[src/panel_led_pkg.sv]
// What this block does
// - System indicator blinks while the management processor reports it is running.
// - Processor stopped: system indicator holds steady on or off, software picks which.
// - Fan OK lamp lit while the fan monitor reports normal operation.
// - Fan fail lamp lit whenever the fan monitor reports a failed fan.
// - Budget-full lamp lights when consumption reaches 155 W (remaining budget 15.4 W or less).
// - While the budget is full, no newly attached powered device starts receiving power.
// - Budget-full lamp off whenever consumption is below 155 W.
// - Link/activity lamp: on with link, blinks with traffic, off without link.
// - Fast ports: 100 Mbps lamp on at 100 Mbps, off at 10 Mbps.
// - Gigabit ports: 1000 Mbps lamp on only for a 1000 Mbps link.
// - Gigabit ports: 100 Mbps lamp on only for a 100 Mbps link.
// - Power lamp green when a device is attached and powered without fault.
// - Power lamp red on a port fault (short, overcurrent, voltage, classification).
// - Power lamp off when no powered device is detected.
// - Shared ports: module lamp lit while a pluggable module sits in the slot.
// - Inserted module selects the fibre interface and disables that port's copper side.
//
// Package of constants shared by the panel lamp logic.
// Assumes a single 200 MHz clock and a 32-bit AXI4-Lite register bus.
package panel_led_pkg;
    // Clock and blink timing
    localparam int CLK_MHZ = 200;
    localparam int BLINK_HALF_MS = 100;
    localparam int BLINK_HALF_CYC = BLINK_HALF_MS * 1000 * CLK_MHZ;
    localparam logic [1:0] ACT_HOLD_TICKS = 2'h2;

    // Port counts
    localparam int FAST_PORTS = 24;
    localparam int GIG_PORTS = 4;
    localparam int SHARED_PORTS = 2;
    localparam int ALL_PORTS = FAST_PORTS + GIG_PORTS;

    // Speed codes on the per-port speed inputs
    localparam logic [1:0] SPEED_10 = 2'h0;
    localparam logic [1:0] SPEED_100 = 2'h1;
    localparam logic [1:0] SPEED_1000 = 2'h2;

    // Consumption in units of 0.1 W; 155.0 W is the full mark
    localparam int POWER_W = 12;
    localparam logic [POWER_W-1:0] POWER_FULL_DW = 12'h60e;

    // Register byte offsets
    localparam logic [7:0] CTRL_OFS = 8'h00;
    localparam logic [7:0] POWER_OFS = 8'h04;
    localparam logic [7:0] STATUS_OFS = 8'h08;
    localparam logic [7:0] POE_EN_OFS = 8'h0c;
    localparam logic [7:0] LINK_OFS = 8'h10;
    localparam logic [7:0] SOURCING_OFS = 8'h14;

    // Field positions
    localparam int CTRL_IDLE_LEVEL_BIT = 0;
    localparam int STAT_BUDGET_FULL_BIT = 0;
    localparam int STAT_FAN_OK_BIT = 1;
    localparam int STAT_FAN_FAIL_BIT = 2;
    localparam int STAT_CPU_RUN_BIT = 3;
    localparam int STAT_MODULE_BIT = 4;

    // Reset values
    localparam logic CTRL_IDLE_LEVEL_RST = 1'b0;
    localparam logic [POWER_W-1:0] POWER_RST = 12'h000;
    localparam logic [FAST_PORTS-1:0] POE_EN_RST = 24'hffffff;

    // Bus answers
    localparam logic [1:0] RESP_OKAY = 2'h0;
    localparam logic [1:0] RESP_SLVERR = 2'h2;
endpackage : panel_led_pkg

[src/panel_led_ctrl.sv]
// Front-panel lamp controller for the 28-port switch, with AXI4-Lite registers.
// Assumes all status inputs are synchronous to aclk and activity inputs are pulses.
`timescale 1ns/10ps
module panel_led_ctrl
    import panel_led_pkg::*;
#(
    parameter int unsigned BLINK_CYC = BLINK_HALF_CYC
) (
    input wire logic aclk,
    input wire logic aresetn,
    // AXI4-Lite slave
    input wire logic [7:0] s_axi_awaddr,
    input wire logic s_axi_awvalid,
    output logic s_axi_awready,
    input wire logic [31:0] s_axi_wdata,
    input wire logic [3:0] s_axi_wstrb,
    input wire logic s_axi_wvalid,
    output logic s_axi_wready,
    output logic [1:0] s_axi_bresp,
    output logic s_axi_bvalid,
    input wire logic s_axi_bready,
    input wire logic [7:0] s_axi_araddr,
    input wire logic s_axi_arvalid,
    output logic s_axi_arready,
    output logic [31:0] s_axi_rdata,
    output logic [1:0] s_axi_rresp,
    output logic s_axi_rvalid,
    input wire logic s_axi_rready,
    // Status sources
    input wire logic cpu_running,
    input wire logic fan_ok,
    input wire logic fan_fail,
    input wire logic [ALL_PORTS-1:0] link_up,
    input wire logic [ALL_PORTS-1:0] activity,
    input wire logic [2*ALL_PORTS-1:0] port_speed,
    input wire logic [FAST_PORTS-1:0] pd_detect,
    input wire logic [FAST_PORTS-1:0] pd_fault,
    input wire logic [SHARED_PORTS-1:0] module_present,
    // Lamps and controls
    output logic system_indicator,
    output logic fan_ok_lamp,
    output logic fan_fail_lamp,
    output logic power_budget_full_lamp,
    output logic [ALL_PORTS-1:0] link_activity_lamp,
    output logic [ALL_PORTS-1:0] speed100_lamp,
    output logic [GIG_PORTS-1:0] speed1000_lamp,
    output logic [FAST_PORTS-1:0] poe_green_lamp,
    output logic [FAST_PORTS-1:0] poe_red_lamp,
    output logic [FAST_PORTS-1:0] poe_power_en,
    output logic [SHARED_PORTS-1:0] pluggable_module_slot_lamp,
    output logic [SHARED_PORTS-1:0] fiber_select,
    output logic [SHARED_PORTS-1:0] copper_enable
);
    // Register state
    logic idle_level_r;
    logic [POWER_W-1:0] power_r;
    logic [FAST_PORTS-1:0] poe_en_r;

    // AXI4-Lite write path
    logic aw_have_r;
    logic w_have_r;
    logic [7:0] waddr_r;
    logic [31:0] wdata_r;
    logic [3:0] wstrb_r;
    wire aw_take = s_axi_awvalid && s_axi_awready;
    wire w_take = s_axi_wvalid && s_axi_wready;
    wire do_write = aw_have_r && w_have_r && !s_axi_bvalid;
    wire b_done = s_axi_bvalid && s_axi_bready;

    // Write decode; unmapped or read-only addresses answer SLVERR
    wire wr_ctrl = do_write && waddr_r == CTRL_OFS;
    wire wr_power = do_write && waddr_r == POWER_OFS;
    wire wr_poe_en = do_write && waddr_r == POE_EN_OFS;
    wire wr_mapped = wr_ctrl || wr_power || wr_poe_en;

    // Byte-lane merge for a partial write
    function automatic logic [31:0] merge(input logic [31:0] old_v, input logic [31:0] new_v,
                                          input logic [3:0] strb);
        logic [31:0] res;
        res = old_v;
        for (int b = 0; b < 4; b++) begin
            if (strb[b]) begin
                res[8*b +: 8] = new_v[8*b +: 8];
            end
        end
        return res;
    endfunction : merge

    wire [31:0] power_merged = merge({20'h00000, power_r}, wdata_r, wstrb_r);
    wire [31:0] poe_en_merged = merge({8'h00, poe_en_r}, wdata_r, wstrb_r);
    wire [31:0] ctrl_merged = merge({31'h0, idle_level_r}, wdata_r, wstrb_r);

    // Address and data are held separately, so either may arrive first
    always_ff @(posedge aclk) begin
        if (!aresetn) begin
            aw_have_r <= 1'b0;
            w_have_r <= 1'b0;
            waddr_r <= 8'h00;
            wdata_r <= 32'h00000000;
            wstrb_r <= 4'h0;
            s_axi_awready <= 1'b1;
            s_axi_wready <= 1'b1;
        end else begin
            if (aw_take) begin
                aw_have_r <= 1'b1;
                waddr_r <= {s_axi_awaddr[7:2], 2'h0};
                s_axi_awready <= 1'b0;
            end else if (b_done) begin
                aw_have_r <= 1'b0;
                s_axi_awready <= 1'b1;
            end
            if (w_take) begin
                w_have_r <= 1'b1;
                wdata_r <= s_axi_wdata;
                wstrb_r <= s_axi_wstrb;
                s_axi_wready <= 1'b0;
            end else if (b_done) begin
                w_have_r <= 1'b0;
                s_axi_wready <= 1'b1;
            end
        end
    end

    // Response is raised one edge after both halves are held
    always_ff @(posedge aclk) begin
        if (!aresetn) begin
            s_axi_bvalid <= 1'b0;
            s_axi_bresp <= RESP_OKAY;
        end else if (do_write) begin
            s_axi_bvalid <= 1'b1;
            s_axi_bresp <= wr_mapped ? RESP_OKAY : RESP_SLVERR;
        end else if (b_done) begin
            s_axi_bvalid <= 1'b0;
        end
    end

    // Software-written registers
    always_ff @(posedge aclk) begin
        if (!aresetn) begin
            idle_level_r <= CTRL_IDLE_LEVEL_RST;
            power_r <= POWER_RST;
            poe_en_r <= POE_EN_RST;
        end else begin
            if (wr_ctrl) begin
                idle_level_r <= ctrl_merged[CTRL_IDLE_LEVEL_BIT];
            end
            if (wr_power) begin
                power_r <= power_merged[POWER_W-1:0];
            end
            if (wr_poe_en) begin
                poe_en_r <= poe_en_merged[FAST_PORTS-1:0];
            end
        end
    end

    // AXI4-Lite read path
    logic [31:0] status_word;
    always_comb begin
        status_word = 32'h00000000;
        status_word[STAT_BUDGET_FULL_BIT] = power_budget_full_lamp;
        status_word[STAT_FAN_OK_BIT] = fan_ok_lamp;
        status_word[STAT_FAN_FAIL_BIT] = fan_fail_lamp;
        status_word[STAT_CPU_RUN_BIT] = cpu_running;
        status_word[STAT_MODULE_BIT +: SHARED_PORTS] = module_present;
    end

    wire [7:0] raddr = {s_axi_araddr[7:2], 2'h0};
    wire rd_mapped = raddr == CTRL_OFS || raddr == POWER_OFS || raddr == STATUS_OFS ||
                     raddr == POE_EN_OFS || raddr == LINK_OFS || raddr == SOURCING_OFS;
    wire [31:0] rd_mux = raddr == CTRL_OFS ? {31'h0, idle_level_r} :
                         raddr == POWER_OFS ? {20'h00000, power_r} :
                         raddr == STATUS_OFS ? status_word :
                         raddr == POE_EN_OFS ? {8'h00, poe_en_r} :
                         raddr == LINK_OFS ? {4'h0, link_up} :
                         raddr == SOURCING_OFS ? {8'h00, poe_power_en} : 32'h00000000;
    wire ar_take = s_axi_arvalid && s_axi_arready;

    // One read at a time; arready returns once the data is taken
    always_ff @(posedge aclk) begin
        if (!aresetn) begin
            s_axi_arready <= 1'b1;
            s_axi_rvalid <= 1'b0;
            s_axi_rdata <= 32'h00000000;
            s_axi_rresp <= RESP_OKAY;
        end else if (ar_take) begin
            s_axi_arready <= 1'b0;
            s_axi_rvalid <= 1'b1;
            s_axi_rdata <= rd_mux;
            s_axi_rresp <= rd_mapped ? RESP_OKAY : RESP_SLVERR;
        end else if (s_axi_rvalid && s_axi_rready) begin
            s_axi_arready <= 1'b1;
            s_axi_rvalid <= 1'b0;
        end
    end

    // Blink timebase
    logic [31:0] blink_cnt_r;
    logic blink_tick;
    localparam logic [31:0] BLINK_LAST = 32'(BLINK_CYC - 1);

    // One shared tick keeps every blinking lamp in step on the panel
    always_ff @(posedge aclk) begin
        if (!aresetn) begin
            blink_cnt_r <= 32'h00000000;
            blink_tick <= 1'b0;
        end else if (blink_cnt_r >= BLINK_LAST) begin
            blink_cnt_r <= 32'h00000000;
            blink_tick <= 1'b1;
        end else begin
            blink_cnt_r <= blink_cnt_r + 32'h00000001;
            blink_tick <= 1'b0;
        end
    end

    // System and fan lamps
    wire ind_nxt = cpu_running ? (blink_tick ? !system_indicator : system_indicator)
                               : idle_level_r;
    wire budget_full_nxt = power_r >= POWER_FULL_DW;

    always_ff @(posedge aclk) begin
        if (!aresetn) begin
            system_indicator <= 1'b0;
            fan_ok_lamp <= 1'b0;
            fan_fail_lamp <= 1'b0;
            power_budget_full_lamp <= 1'b0;
        end else begin
            system_indicator <= ind_nxt;
            fan_ok_lamp <= fan_ok;
            fan_fail_lamp <= fan_fail;
            power_budget_full_lamp <= budget_full_nxt;
        end
    end

    // Per-port link/activity
    genvar p;
    generate
        for (p = 0; p < ALL_PORTS; p++) begin : g_port
            port_activity_lamp u_lamp (
                .aclk(aclk),
                .aresetn(aresetn),
                .blink_tick(blink_tick),
                .link_up(link_up[p]),
                .activity(activity[p]),
                .lamp_r(link_activity_lamp[p])
            );
        end
    endgenerate

    // Speed lamps
    logic [ALL_PORTS-1:0] is_100;
    logic [GIG_PORTS-1:0] is_1000;
    always_comb begin
        for (int i = 0; i < ALL_PORTS; i++) begin
            is_100[i] = link_up[i] && port_speed[2*i +: 2] == SPEED_100;
        end
        for (int g = 0; g < GIG_PORTS; g++) begin
            is_1000[g] = link_up[FAST_PORTS+g] &&
                         port_speed[2*(FAST_PORTS+g) +: 2] == SPEED_1000;
        end
    end

    always_ff @(posedge aclk) begin
        if (!aresetn) begin
            speed100_lamp <= '0;
            speed1000_lamp <= '0;
        end else begin
            speed100_lamp <= is_100;
            speed1000_lamp <= is_1000;
        end
    end

    // Power sourcing
    // A granted port keeps power while healthy; a full budget only blocks new grants
    wire [FAST_PORTS-1:0] healthy = pd_detect & ~pd_fault & poe_en_r;
    wire [FAST_PORTS-1:0] sourcing_nxt =
        healthy & (poe_power_en | {FAST_PORTS{!power_budget_full_lamp}});

    always_ff @(posedge aclk) begin
        if (!aresetn) begin
            poe_power_en <= '0;
            poe_green_lamp <= '0;
            poe_red_lamp <= '0;
        end else begin
            poe_power_en <= sourcing_nxt;
            poe_green_lamp <= sourcing_nxt;
            poe_red_lamp <= pd_detect & pd_fault;
        end
    end

    // Shared port media
    // Fibre wins over copper as soon as a module is seen
    always_ff @(posedge aclk) begin
        if (!aresetn) begin
            pluggable_module_slot_lamp <= '0;
            fiber_select <= '0;
            copper_enable <= '1;
        end else begin
            pluggable_module_slot_lamp <= module_present;
            fiber_select <= module_present;
            copper_enable <= ~module_present;
        end
    end
endmodule : panel_led_ctrl

[src/port_activity_lamp.sv]
// One port's link/activity lamp with traffic stretching.
// Assumes blink_tick is a one-cycle pulse shared by all ports.
`timescale 1ns/10ps
module port_activity_lamp
    import panel_led_pkg::*;
(
    input wire logic aclk,
    input wire logic aresetn,
    input wire logic blink_tick,
    input wire logic link_up,
    input wire logic activity,
    output logic lamp_r
);
    logic [1:0] hold_r;
    logic [1:0] hold_nxt;
    logic lamp_nxt;

    // A single short frame reloads the hold so it still shows a full blink
    assign hold_nxt = !link_up ? 2'h0 :
                      activity ? ACT_HOLD_TICKS :
                      (blink_tick && hold_r != 2'h0) ? hold_r - 2'h1 : hold_r;
    // Steady with link, toggle on ticks while traffic is held, dark without link
    assign lamp_nxt = !link_up ? 1'b0 :
                      (hold_r != 2'h0) ? (blink_tick ? !lamp_r : lamp_r) : 1'b1;

    always_ff @(posedge aclk) begin
        if (!aresetn) begin
            hold_r <= 2'h0;
            lamp_r <= 1'b0;
        end else begin
            hold_r <= hold_nxt;
            lamp_r <= lamp_nxt;
        end
    end
endmodule : port_activity_lamp

[config.mk]
export PLATFORM = sky130hd
export DESIGN_NAME = panel_led_ctrl
export DESIGN_NICKNAME = d
export VERILOG_FILES = /design/src/panel_led_pkg.sv /design/src/panel_led_ctrl.sv /design/src/port_activity_lamp.sv
export SDC_FILE = /design/constraint.sdc
export NUM_CORES = 1
export LEC_CHECK = 0
export BUFFER_PORTS_ARGS = -buffer_cell sky130_fd_sc_hd__buf_2
export CAP_MARGIN = 20
export CORE_MARGIN = 1.5
export CORE_UTILIZATION = 55
export CTS_CLUSTER_DIAMETER = 40
export DETAILED_ROUTE_END_ITERATION = 8
export PLACE_DENSITY = 0.85
export SYNTH_ARGS = -nofsm -noshare
export SYNTH_HDL_FRONTEND = slang
export SYNTH_SLANG_ARGS = --single-unit
[constraint.sdc]
create_clock -name aclk -period 3.9 [get_ports aclk]
set_input_delay 0.39 -clock aclk [delete_from_list [all_inputs] [get_ports aclk]]
set_output_delay 0.39 -clock aclk [all_outputs]
set_load 0.01 [all_outputs]
==> impl_metrics.env <==
export IMPL_syn_inst=1418
export IMPL_setup_viol=0
export IMPL_fin_nets=1996
export IMPL_pin_count=407
export IMPL_hold_viol=0
export IMPL_die_h_um=157
export IMPL_cp_data_arrival_time_ns=2.50
export IMPL_dpl_hpwl_um=27400
export IMPL_synth_seq_cells=312
export IMPL_fin_crit_ns=2.15
export IMPL_slew_viol_final=0
export IMPL_finalPower_mw=7.67
export IMPL_post_dp_cell_area_mm2=0.0148
export IMPL_synth_fa_ha_area_share_pct=2.78
export IMPL_clk_path_buf_depth=3
export IMPL_fill_cells=1788
export IMPL_yosys_area_share_xor_xnor_pct=4.70
export IMPL_synth_ff_type="dfxtp_1"
export IMPL_finalInstanceArea_mm2=0.0162
export IMPL_rsz0062_at_grt="no"
export IMPL_worst_path_max_fanout=24
export IMPL_vias=11600
export IMPL_grt_usage_pct=29.5
export IMPL_fin_ws_ns=1.75
export IMPL_start_kind="flip-flop"
export IMPL_yosysUniqueCellTypes=61
export IMPL_cap_violations=0
export IMPL_synth_seq_area_share_pct=47.9
export IMPL_overflow=0
export IMPL_required_ns=4.24
export IMPL_finalWeightedCongestion=0.900
export IMPL_wl_per_cell_um=18.1
export IMPL_fin_skew_ns=0.0196
export IMPL_finalSetupTns_ns=0
export IMPL_synth_cell_area_mm2=0.0131
export IMPL_insertion_delay_ns=0.53
export IMPL_synth_top_family_by_area="simple AND/OR/NAND/NOR gates"
export IMPL_p_leak_nw=7.42
export IMPL_grt_pass1_vias=11100
export IMPL_drtPass1Iterations=5
export IMPL_synth_edff_count=0
export IMPL_clock_sinks=312
export IMPL_max_slew_margin_rel_pct=30.1
export IMPL_core_mm2=0.0234
export IMPL_cts_buffers=39
export IMPL_cts_hold_buf=0
export IMPL_cts_setup_buffers=0
export IMPL_synth_compound_area_share_pct=11.3
export IMPL_cts_clk_slew_worst_paths_ns=0.06
export IMPL_die_area_mm2=0.0247
export IMPL_root_buffer="clkbuf_16"
export IMPL_synthArstFlopShare_pct=0
export IMPL_drtIter0Drc=924
export IMPL_io_buffers=387
export IMPL_drive_gt1_share_pct=26.6
export IMPL_ant_nets=0
export IMPL_route_detailed_drc=0
export IMPL_initial_utilization_pct=55.8
export IMPL_grt_pass1_wl_um=57100
export IMPL_grt_max_degree=80
export IMPL_vdd_drop_max_mv=0.342
export IMPL_period_share_pct=55.2
export IMPL_syn_avg_cell_area_um2=9.20
export IMPL_syn_to_final_growth_pct=23.9
export IMPL_die_w_um=157
export IMPL_tightestPinTransition_ns=1.05
export IMPL_path_class="flip-flop to flip-flop"
export IMPL_antenna_found_initial=5
export IMPL_synth_simple_gate_area_share_pct=20.6
export IMPL_wirelength_um=38000
export IMPL_clock_fmax_mhz=464
export IMPL_yosys_warnings=0
export IMPL_hold_class="input pin to flip-flop"
export IMPL_place_ws_ns=1.48
export IMPL_cts_resized_gates=0
export IMPL_rows=56
export IMPL_cts_tree="built"
export IMPL_cp_end_kind="flip-flop"
export IMPL_vias_per_cell=5.52
export IMPL_p_per_area_mw_per_mm2=474
export IMPL_cts_htree_levels=2
export IMPL_synthMuxAreaShare_pct=4.76
export IMPL_outcome="finished clean"
## Yosys cell counts, drive strengths merged, types with 6 or more instances
cell type  instances  share of area [%]
nor2             145                4.2
nor4               7               0.38
nand2            157                4.5
xor2              36                2.4
nor3              35                1.4
inv               86                2.5
nand3             19               0.73
o221ai             6               0.40
a211oi            44                2.5
buf               84                4.4
and2              10               0.48
mux2i             61                4.7
a21oi             36                1.4
dfxtp            312                 48
ha                29                2.8
clkbuf            39                1.1
nand2b            31                1.5
o31ai              6               0.42
a22o               7               0.47
o21ai             15               0.58
xnor2             34                2.3
a221o             12               0.92
and3              26                1.2
nor2b             13               0.62
nand4b            25                1.7
a21boi            40                2.3
a31oi              7               0.34
nor3b             33                1.9
or3                6               0.29
nand4             14               0.72
a221oi             9               0.70
## metal layers
metal	vias up	GRT usage [%]	part of all wire [%]
met2	519	49.8	48
li1	5455	-	-
met4	2	13.3	4.2
met5	-	0	0.034
met3	116	6.55	8.0
met1	5480	35.9	40
## worst max-delay path, cell delays in order (launching register included)
cell and delay (ns):
dfxtp_1 0.36, ha_1 0.24, nand4_1 0.22, o211ai_1 0.38
a31o_2 0.59, a221oi_1 0.20
## through the flow
| step | cells | hold WS, ns | utilization (%) |
|---|---|---|---|
| after floorplan | 1430 | 0.436 | - |
| after global placement | 2019 | 0.431 | 63.2 |
| after detailed placement | 2019 | 0.443 | 63.2 |
| after CTS | 2090 | 0.00308 | 68.9 |
| after global routing | 2095 | 0.00584 | 69.1 |
| final | 2097 | 0.0174 | 69.1 |
## area by class of cell
cell class	instances	area (µm²)	area share (%)
repair buffers	395	2040	12.6
well taps	319	399	2.47
clock buffers	54	1120	6.95
inverters	86	323	2.00
diodes	5	12.5	0.0774
flip-flops and latches	312	6250	38.6
multi-input cells	909	5810	35.9
clock inverters	17	218	1.35
## report_power, final
group	internal (mW)	switching, mW
registers	3.30	0.0694
clock network	2.29	1.38
logic	0.274	0.358
total	5.86	1.81
## cells in the final DEF, fill, tap and decap left out, types with 5 or more instances in the layout
cell type / instances
nor4_1: 6
a221o_1: 12
ha_1: 29
and3_1: 26
a211oi_1: 44
nand2b_1: 31
and2_1: 10
nor2b_1: 13
nor2_1: 145
and4_1: 5
nand2_1: 157
inv_1: 86
or3_1: 6
a21oi_1: 36
a221oi_1: 7
nor3b_1: 33
buf_2: 386
a31oi_1: 7
xnor2_1: 34
dfxtp_1: 311
o21ai_0: 14
conb_1: 13
buf_4: 5
nand4b_1: 25
nor3_1: 34
a22o_1: 7
nand4_1: 13
clkinv_2: 6
clkbuf_16: 40
mux2i_1: 61
a21boi_0: 40
o221ai_1: 6
xor2_1: 36
clkbuf_8: 7
nand3_1: 19
clkbuf_1: 7
diode_2: 5
## cell families after synthesis
| family | Yosys count |
|---|---|
| AOI/OAI and AO/OA | 199 |
| other | 1 |
| and+or+nand+nor | 536 |
| muxes | 62 |
| xor gates and xnor gates | 70 |
| DFF | 312 |
| buffers and inverters | 209 |
| adders and majority gates | 29 |
## final timing paths
path / start / end / slack (ns) / cells after the start
min: port_speed[37] / speed100_lamp[18]$_SDFF_PN0_ / 0.02 / 2
max reg2reg: blink_cnt_r[0]$_SDFF_PP0_ / blink_cnt_r[17]$_SDFF_PP0_ / 1.75 / 5
min reg2reg: s_axi_rdata[4]$_SDFFE_PN0P_ / s_axi_rdata[4]$_SDFFE_PN0P_ / 0.45 / 2
max: blink_cnt_r[0]$_SDFF_PP0_ / blink_cnt_r[17]$_SDFF_PP0_ / 1.75 / 5
## sequential cells by signal (all words and copies together) (netlist names), 3 cells and up
name,cells
g_port.u_lamp.hold_r,56
blink_cnt_r,32
g_port.u_lamp.lamp_r,28
s_axi_rdata,28
speed100_lamp,28
poe_en_r,24
poe_power_en,24
poe_red_lamp,24
wdata_r,24
power_r,12
waddr_r,6
speed1000_lamp,4
wstrb_r,3
(Power assumes the default switching activity.)
